## src/rtl/usbsc_map.svh

```systemverilog
`ifndef USBSC_MAP_SVH
`define USBSC_MAP_SVH

// ****************
// register offsets
// ****************
`define USBSC_OFF_STAT 12'h000
`define USBSC_OFF_CON 12'h004
`define USBSC_OFF_ADDR 12'h008
`define USBSC_OFF_TOK 12'h00c
`define USBSC_OFF_SOF 12'h010

// ****************
// field positions
// ****************
`define USBSC_STAT_EP_LSB 4
`define USBSC_STAT_DIR 3
`define USBSC_STAT_ODD 2
`define USBSC_CON_JST 7
`define USBSC_CON_SE0 6
`define USBSC_CON_B5 5
`define USBSC_CON_BRST 4
`define USBSC_CON_HOST 3
`define USBSC_CON_RES 2
`define USBSC_CON_PPC 1
`define USBSC_CON_B0 0
`define USBSC_ADDR_LS 7
`define USBSC_TOK_PID_LSB 4

// ****************
// token codes
// ****************
`define USBSC_PID_SETUP 4'hd
`define USBSC_PID_IN 4'h9
`define USBSC_PID_OUT 4'h1

// ****************
// reset values
// ****************
`define USBSC_RST_BYTE 8'h00
`define USBSC_RST_NIB 4'h0
`define USBSC_RST_DP_IDLE 1'b1

// ****************
// timing
// ****************
`define USBSC_CLK_PS 25000
`define USBSC_FRAME_PS 1000000000
`define USBSC_FRAME_CYCLES (`USBSC_FRAME_PS / `USBSC_CLK_PS)
`define USBSC_BYTE_PS 666667
`define USBSC_BYTE_CYCLES (`USBSC_BYTE_PS / `USBSC_CLK_PS)

`endif

```

## src/rtl/usbsc_pkg.sv

```systemverilog
package usbsc_pkg;

  typedef enum logic [2:0] {
    USBSC_TK_IDLE = 3'b001,
    USBSC_TK_PEND = 3'b010,
    USBSC_TK_BUSY = 3'b100
  } usbsc_tok_st_t;

  typedef struct packed {
    logic dp_s1;
    logic dp_s2;
    logic dm_s1;
    logic dm_s2;
    logic se0;
    logic jst;
    logic [3:0] stat_ep;
    logic stat_tx;
    logic stat_odd;
    logic pkt_halt;
    logic host_en;
    logic resume;
    logic pp_clr;
    logic attach_en;
    logic bus_rst;
    logic sof_en;
    logic [6:0] addr;
    logic low_spd;
    logic [3:0] tok_pid;
    logic [3:0] tok_ep;
    logic [7:0] thr;
    usbsc_tok_st_t tok_st;
    logic [15:0] frame_cnt;
    logic sof_pulse;
    logic tok_start;
    logic dp_pullup;
    logic dp_pulldn;
    logic dm_pulldn;
    logic ls_out;
    logic pready;
    logic pslverr;
    logic [31:0] prdata;
  } usbsc_state_t;

endpackage

```

## src/rtl/usbsc_top.sv

```systemverilog
// What this block does
// - after each transfer, load four-bit status with the updated endpoint number
// - direction status bit: 1 for transmit, 0 for receive
// - odd-bank status bit: 1 odd bank, 0 even bank used last
// - live single-ended-zero flag, read only, in both modes
// - device mode: halt flag stops token processing; a SETUP token sets it
// - host enable turns on host operation and both data-line pull-downs
// - resume signalling driven while resume control is set
// - writing ping-pong clear returns all pointers to the even bank
// - device mode: attach enable switches module on and D+ pull-up
// - host mode: live J-state flag, speed-dependent polarity
// - host mode: token-busy is 1 while a token is executing
// - host mode: frame start enable sends one start-of-frame per millisecond
// - host mode speed select: 1 low, 0 full; reads 0 in device mode
// - seven-bit writable device address used on the bus
// - host token types: 1101 SETUP, 1001 IN, 0001 OUT
// - with OTG features off, pulls follow host enable and attach enable
`include "usbsc_map.svh"

module usbsc_top
  import usbsc_pkg::*;
#(
  parameter int FRAME_CYCLES = `USBSC_FRAME_CYCLES
) (
  input wire logic clock_in,
  input wire logic arst_n_in,
  input wire logic psel_in,
  input wire logic penable_in,
  input wire logic pwrite_in,
  input wire logic [11:0] paddr_in,
  input wire logic [31:0] pwdata_in,
  output logic pready_out,
  output logic pslverr_out,
  output logic [31:0] prdata_out,
  input wire logic dp_in,
  input wire logic dm_in,
  input wire logic otg_features_on_in,
  input wire logic xfer_done_in,
  input wire logic [3:0] xfer_ep_in,
  input wire logic xfer_tx_in,
  input wire logic xfer_odd_in,
  input wire logic setup_rcvd_in,
  input wire logic token_done_in,
  output logic token_start_out,
  output logic [3:0] token_pid_out,
  output logic [3:0] token_endpoint_out,
  output logic frame_start_out,
  output logic token_processing_halt_out,
  output logic host_enable_out,
  output logic resume_drive_out,
  output logic bus_reset_drive_out,
  output logic pingpong_pointer_clear_out,
  output logic dp_pullup_out,
  output logic dp_pulldown_out,
  output logic dm_pulldown_out,
  output logic low_speed_select_out,
  output logic [6:0] device_address_out
);

  // ****************
  // helpers
  // ****************
  function automatic logic reg_hit(input logic [11:0] a, input logic [11:0] off);
    reg_hit = (a == off);
  endfunction

  function automatic logic pid_valid(input logic [3:0] p);
    pid_valid = (p == `USBSC_PID_SETUP) || (p == `USBSC_PID_IN) || (p == `USBSC_PID_OUT);
  endfunction

  usbsc_state_t st_q;
  usbsc_state_t st_d;

  logic apb_setup;
  logic apb_wr;
  logic mapped;
  logic [7:0] rd_byte;
  logic [15:0] guard_cycles;
  logic frame_room;

  // ****************
  // next state
  // ****************
  always_comb begin
    st_d = st_q;
    apb_setup = psel_in && !penable_in;
    apb_wr = psel_in && penable_in && st_q.pready && pwrite_in;
    mapped = reg_hit(paddr_in, `USBSC_OFF_STAT) || reg_hit(paddr_in, `USBSC_OFF_CON)
      || reg_hit(paddr_in, `USBSC_OFF_ADDR) || reg_hit(paddr_in, `USBSC_OFF_TOK)
      || reg_hit(paddr_in, `USBSC_OFF_SOF);
    // threshold counts bytes; frame counter counts clocks
    guard_cycles = 16'(st_q.thr * `USBSC_BYTE_CYCLES);
    frame_room = !st_q.sof_en || (st_q.frame_cnt >= guard_cycles);

    // line synchronisers; first stage feeds only the second
    st_d.dp_s1 = dp_in;
    st_d.dp_s2 = st_q.dp_s1;
    st_d.dm_s1 = dm_in;
    st_d.dm_s2 = st_q.dm_s1;
    st_d.se0 = !st_q.dp_s2 && !st_q.dm_s2;
    // J is differential 0 at low speed, 1 at full speed
    st_d.jst = st_q.host_en && (st_q.low_spd ? (!st_q.dp_s2 && st_q.dm_s2)
      : (st_q.dp_s2 && !st_q.dm_s2));

    // all three fields from one event, never mixed
    if (xfer_done_in) begin
      st_d.stat_ep = xfer_ep_in;
      st_d.stat_tx = xfer_tx_in;
      st_d.stat_odd = xfer_odd_in;
    end

    // register writes take effect at the access edge
    if (apb_wr && reg_hit(paddr_in, `USBSC_OFF_CON)) begin
      st_d.host_en = pwdata_in[`USBSC_CON_HOST];
      st_d.resume = pwdata_in[`USBSC_CON_RES];
      st_d.pp_clr = pwdata_in[`USBSC_CON_PPC];
      if (st_q.host_en) begin
        st_d.bus_rst = pwdata_in[`USBSC_CON_BRST];
        st_d.sof_en = pwdata_in[`USBSC_CON_B0];
      end else begin
        st_d.pkt_halt = pwdata_in[`USBSC_CON_B5];
        st_d.attach_en = pwdata_in[`USBSC_CON_B0];
      end
    end
    if (apb_wr && reg_hit(paddr_in, `USBSC_OFF_ADDR)) begin
      st_d.addr = pwdata_in[6:0];
      st_d.low_spd = pwdata_in[`USBSC_ADDR_LS];
    end
    if (apb_wr && reg_hit(paddr_in, `USBSC_OFF_TOK)) begin
      st_d.tok_pid = pwdata_in[7:4];
      st_d.tok_ep = pwdata_in[3:0];
    end
    if (apb_wr && reg_hit(paddr_in, `USBSC_OFF_SOF)) begin
      st_d.thr = pwdata_in[7:0];
    end
    // a SETUP arriving during a software clear still halts
    if (setup_rcvd_in && !st_q.host_en) begin
      st_d.pkt_halt = 1'b1;
    end
    if (!st_q.host_en) begin
      st_d.bus_rst = 1'b0;
      st_d.sof_en = 1'b0;
    end

    // frame timer, idle at full count so the first frame is whole
    st_d.sof_pulse = 1'b0;
    if (st_q.host_en && st_q.sof_en) begin
      if (st_q.frame_cnt == 16'h0000) begin
        st_d.frame_cnt = 16'(FRAME_CYCLES - 1);
        st_d.sof_pulse = 1'b1;
      end else begin
        st_d.frame_cnt = st_q.frame_cnt - 16'h0001;
      end
    end else begin
      st_d.frame_cnt = 16'(FRAME_CYCLES - 1);
    end

    // token launcher
    st_d.tok_start = 1'b0;
    case (st_q.tok_st)
      USBSC_TK_IDLE: begin
        // reserved codes are dropped, nothing launches
        if (apb_wr && reg_hit(paddr_in, `USBSC_OFF_TOK) && st_q.host_en
            && pid_valid(pwdata_in[7:4])) begin
          st_d.tok_st = USBSC_TK_PEND;
        end
      end
      USBSC_TK_PEND: begin
        // host check here too: a pending token must not launch in the disable cycle
        if (st_q.host_en && !st_q.bus_rst && !st_q.sof_pulse && frame_room) begin
          st_d.tok_st = USBSC_TK_BUSY;
          st_d.tok_start = 1'b1;
        end
      end
      USBSC_TK_BUSY: begin
        if (token_done_in) begin
          st_d.tok_st = USBSC_TK_IDLE;
        end
      end
      default: begin
        st_d.tok_st = USBSC_TK_IDLE;
      end
    endcase
    if (!st_q.host_en) begin
      st_d.tok_st = USBSC_TK_IDLE;
    end

    // pad drive; OTG logic elsewhere owns the pulls when its features are on
    st_d.dp_pullup = !otg_features_on_in && !st_q.host_en && st_q.attach_en;
    st_d.dp_pulldn = !otg_features_on_in && st_q.host_en;
    st_d.dm_pulldn = !otg_features_on_in && st_q.host_en;
    st_d.ls_out = st_q.host_en && st_q.low_spd;

    // read mux, sampled in the setup cycle
    rd_byte = `USBSC_RST_BYTE;
    if (reg_hit(paddr_in, `USBSC_OFF_STAT)) begin
      rd_byte = {st_q.stat_ep, st_q.stat_tx, st_q.stat_odd, 2'b00};
    end else if (reg_hit(paddr_in, `USBSC_OFF_CON)) begin
      if (st_q.host_en) begin
        rd_byte = {st_q.jst, st_q.se0, st_q.tok_st != USBSC_TK_IDLE, st_q.bus_rst,
          st_q.host_en, st_q.resume, st_q.pp_clr, st_q.sof_en};
      end else begin
        rd_byte = {1'b0, st_q.se0, st_q.pkt_halt, 1'b0,
          st_q.host_en, st_q.resume, st_q.pp_clr, st_q.attach_en};
      end
    end else if (reg_hit(paddr_in, `USBSC_OFF_ADDR)) begin
      rd_byte = {st_q.low_spd && st_q.host_en, st_q.addr};
    end else if (reg_hit(paddr_in, `USBSC_OFF_TOK)) begin
      rd_byte = {st_q.tok_pid, st_q.tok_ep};
    end else if (reg_hit(paddr_in, `USBSC_OFF_SOF)) begin
      rd_byte = st_q.thr;
    end

    // one wait-free access cycle per transfer
    st_d.pready = apb_setup;
    st_d.pslverr = apb_setup && !mapped;
    if (apb_setup) begin
      st_d.prdata = {24'h000000, rd_byte};
    end
  end

  // ****************
  // state register
  // ****************
  always_ff @(posedge clock_in or negedge arst_n_in) begin
    if (!arst_n_in) begin
      st_q <= '0;
      // line syncs start at full-speed idle, so no false se0 after reset
      st_q.dp_s1 <= `USBSC_RST_DP_IDLE;
      st_q.dp_s2 <= `USBSC_RST_DP_IDLE;
      st_q.tok_st <= USBSC_TK_IDLE;
      st_q.frame_cnt <= 16'h0000;
    end else begin
      st_q <= st_d;
    end
  end

  assign pready_out = st_q.pready;
  assign pslverr_out = st_q.pslverr;
  assign prdata_out = st_q.prdata;
  assign token_start_out = st_q.tok_start;
  assign token_pid_out = st_q.tok_pid;
  assign token_endpoint_out = st_q.tok_ep;
  assign frame_start_out = st_q.sof_pulse;
  assign token_processing_halt_out = st_q.pkt_halt;
  assign host_enable_out = st_q.host_en;
  assign resume_drive_out = st_q.resume;
  assign bus_reset_drive_out = st_q.bus_rst;
  assign pingpong_pointer_clear_out = st_q.pp_clr;
  assign dp_pullup_out = st_q.dp_pullup;
  assign dp_pulldown_out = st_q.dp_pulldn;
  assign dm_pulldown_out = st_q.dm_pulldn;
  assign low_speed_select_out = st_q.ls_out;
  assign device_address_out = st_q.addr;
endmodule

```

## config.mk

```make
export PLATFORM = sky130hd
export DESIGN_NAME = usbsc_top
export DESIGN_NICKNAME = d
export VERILOG_FILES = /design/src/rtl/usbsc_pkg.sv /design/src/rtl/usbsc_top.sv
export VERILOG_INCLUDE_DIRS = /design/src /design/src/rtl
export SDC_FILE = /design/constraint.sdc
export NUM_CORES = 1
export LEC_CHECK = 0
export ABC_AREA = 0
export ABC_CLOCK_PERIOD_IN_PS = 7680
export BUFFER_PORTS_ARGS = -buffer_cell sky130_fd_sc_hd__clkbuf_2
export CAP_MARGIN = 5
export CORE_UTILIZATION = 50
export DETAILED_ROUTE_END_ITERATION = 12
export GPL_ROUTABILITY_DRIVEN = 0
export HOLD_SLACK_MARGIN = 0.15
export PLACE_DENSITY_LB_ADDON = 0.1
export SLEW_MARGIN = 5
export SYNTH_ARGS = -nofsm -noshare
export SYNTH_HDL_FRONTEND = slang
export SYNTH_SLANG_ARGS = --single-unit
```

## constraint.sdc

```tcl
create_clock -name clock_in -period 7.68 [get_ports clock_in]
set_input_delay 1.536 -clock clock_in [delete_from_list [all_inputs] [get_ports clock_in]]
set_output_delay 1.536 -clock clock_in [all_outputs]
set_load 0.01 [all_outputs]
```

==> impl_results.md <==
- Status: complete, no violations
- Fin Hold WS: 357.7 ps
- Initial antenna violation count: 0
- Fill cells: 811
- # DRC: 0
- CTS Root Cell: clkbuf_8
- Int Pwr: 581.4 uW
- CP endpoint kind: register
- Crit path arrival time: 4390 ps
- Sequential Area: 1931 um2
- Layout area overhead: 7.953%
- Synth Cell Area: 4688 um2
- Switching pwr: 188.4 uW
- Post-DP HPWL: 7795 um
- Grt ovf: 0
- Synth Instances: 466
- Vias per cell: 5.346
- Postcts setup bufs: 0
- Worst Tran Pin Value: 968.9 ps
- Clock transition at the registers of the reported paths: 80 ps
- EDFF count, synth: 0
- Ys Warns: 0
- # hold bufs at CTS: 0
- Total GRT Usage: 22.31%
- CTS tree: built
- Cell Rows: 34
- Critical setup path kind: reg -> reg
- WL per Instance: 16.21 um
- DRT Pass-1 Iters: 4
- Fin crit period: 4102 ps
- Netlist cell types: 54
- Vias post-DR: 3352
- Top routing layer used: met4
- Fin. Hold Viols: 0
- Register area share after synthesis: 41.18%
- Setup Skew: 5.721 ps
- Worst VDD drop: 0.08602 mV
- I/O pin count: 121
- RSZ-0062 raised after global routing: no
- PD cells: 152.1 nW/um2
- Core area: 8891 um2
- #FFs+latches synth: 77
- Final setup fails: 0
- Primary FF master, synth: dfrtp_1
- Clk sinks: 77
- Die area: 9767 um2
- Vias in the first global route: 3339
- CTS Buf Count: 9
- Post-Route Setup TNS: 0 ps
- DR iter-0 viols: 115
- Multi-input logic area: 2325 um2
- Final ANT Viol Nets: 0
- Leakage: 2.444 nW
- Fmax: 0.2438 GHz
- Number of gates resized after cts: 0
- Slew HR: 35.41%
- Starting density of the core: 52.73%
- Max Buffers Root-to-Sink: 2
- WL met1: 4568 um
- Die X-Extent: 98.83 um
- WL met3: 377 um
- Worst min path class: reg -> reg
- Final wirelength: 10170 um
- Ys async rst share: 100.0%
- Ant diodes: 0
- Comb pwr share: 6.5%
- Tcrit/Tclk final: 53.41%
- Clock Power Share: 39.4%
- Die Ht: 98.83 um
- Routed length on met2: 5043 um
- Clk_lat worst skew: 350 ps
- Share of layout cells above drive strength 1: 24.28%
- Critical Path RT: 7970 ps
- Largest net degree at the start of global routing: 78
- Slew Limit Fails: 0
- Switching share of total power: 24.47%
- I/O Buffers: 72
- Startpoint types: register
- Final nets: 614
- Critical Path Fanout Max: 5
- First-pass GRT wire length: 16590 um
- Reg power frac: 54.1%
- Synth Area per Inst: 10.06 um2
- H-tree level count: 3
- Max-cap violations: 0
==> state kept, by name, indices dropped and copies added (netlist names), 2 cells and up <==
signal / flops
prdata_out: 8
st_q: 40
st_d: 2
token_endpoint_out: 4
device_address_out: 7
token_pid_out: 4
==> worst paths after layout <==
path / startpoint / to / slack [ps] / cells after the start
setup / recovery: st_q[61] / st_q[58] / 3580 / 14
setup reg to reg: st_q[61] / st_q[58] / 3580 / 14
hold reg to reg: st_d[98] / st_q[98] / 360 / 0
max in group asynchronous: arst_n_in / st_q[98] / 5720 / 1
hold / removal: st_d[98] / st_q[98] / 360 / 0
min in group asynchronous: arst_n_in / device_address_out[3] / 1310 / 1
==> logic make-up (layout without fill, tap and decap cells) <==
| kind of cell | Yosys count | in the layout | share of synthesized area (%) |
|---|---|---|---|
| multiplexers | 28 | 28 | 6.725 |
| adder cells (fa/ha/maj) | 39 | 39 | 11.21 |
| AO/OA/AOI/OAI | 72 | 72 | 10.22 |
| buffers and inverters | 88 | 118 | 11.08 |
| flip-flops | 77 | 77 | 41.18 |
| AND/OR/NAND/NOR | 141 | 141 | 15.77 |
| other | 1 | 24 | 0.07999 |
| XOR/XNOR | 20 | 20 | 3.736 |
==> cells in the final DEF (no fill, tap or decap), types with 2 or more instances in the layout <==
cell type and instances:
a21boi_0 2, xor2_1 11, nand3_1 12, nand2b_1 5
or3_1 6, inv_1 29, fa_1 5, a21o_1 4
xnor2_1 9, a21oi_1 15, nand2_1 40, clkbuf_2 71
a211oi_1 2, a22oi_1 4, and2_1 5, ha_1 34
clkbuf_8 9, nor3_1 13, clkbuf_1 2, a22o_1 7
nor2_1 29, nor4_1 4, or4_1 4, nor2b_1 6
o22ai_1 5, dfstp_2 3, mux2_2 28, nand4_1 3
a221oi_1 3, o211ai_1 4, nor3b_1 3, dfrtp_1 74
o21ai_0 15, buf_4 2, conb_1 24, nor4_4 2
a31oi_1 3
==> critical path: stages, from the launching register on <==
cell and delay, ps:
dfrtp_1 470, ha_1 370, fa_1 520, fa_1 470, a21o_1 210, a211oi_1 230
nor2_1 100, o22ai_1 190, xor2_1 100, ha_1 300, nand3_1 90, nor4_1 340
o211ai_1 200, a31oi_1 300, a31o_2 140
==> power by group through the flow <==
stage               logic, mW  registers, mW  clock network (mW)
floorplan              0.0353          0.424                   0
finish                 0.0502          0.416               0.303
global route           0.0568          0.417               0.332
global placement       0.0503          0.424                   0
detailed placement     0.0510          0.425                   0
CTS                    0.0513          0.417               0.313
==> per-layer routing <==
layer,vias to the layer above,track usage (%)
met5,-,0
met4,0,7.233
met3,18,4.468
met2,83,37.92
met1,1601,28.60
li1,1650,-
==> stage by stage <==
step	setup slack [ps]	utilization (%)	cells	instance area, um2	power [mW]
final	3578	56.92	627	5061	0.7698
after CTS	3536	56.92	627	5061	0.7811
after detailed placement	3591	54.77	611	4870	0.4757
after global placement	3594	54.77	611	4870	0.4747
after global routing	3295	56.92	627	5061	0.8059
after floorplan	4057	-	489	4775	0.4591
==> synthesized netlist by cell type (4+ instances only) <==
library cell / n / area (um2)
or4_1: 4 / 30.03
a21oi_1: 15 / 75.07
nand3_1: 12 / 60.06
nor3_1: 13 / 65.06
nand2b_1: 5 / 31.28
nand2_1: 40 / 150.1
and2_1: 5 / 31.28
inv_1: 29 / 108.9
xor2_1: 11 / 96.34
mux2_2: 28 / 315.3
clkbuf_1: 9 / 33.78
buf_4: 48 / 360.4
ha_1: 34 / 425.4
fa_1: 5 / 100.1
nor4_1: 4 / 25.02
o21ai_0: 15 / 75.07
xnor2_1: 9 / 78.83
o22ai_1: 5 / 31.28
dfrtp_1: 74 / 1852
a22o_1: 7 / 61.31
nor2b_1: 6 / 37.54
o211ai_1: 4 / 30.03
or3_1: 6 / 37.54
a22oi_1: 4 / 30.03
a21o_1: 4 / 30.03
nor2_1: 29 / 108.9
==> cell type report <==
cell class	instances	share of cell area, %
tap	108	2.670
clock buffer	11	2.596
multi-input combinational	324	45.93
inverter	29	2.151
clock inverter	5	1.187
sequential	77	38.15
timing repair buffer	73	7.318
(Power assumes the default switching activity.)
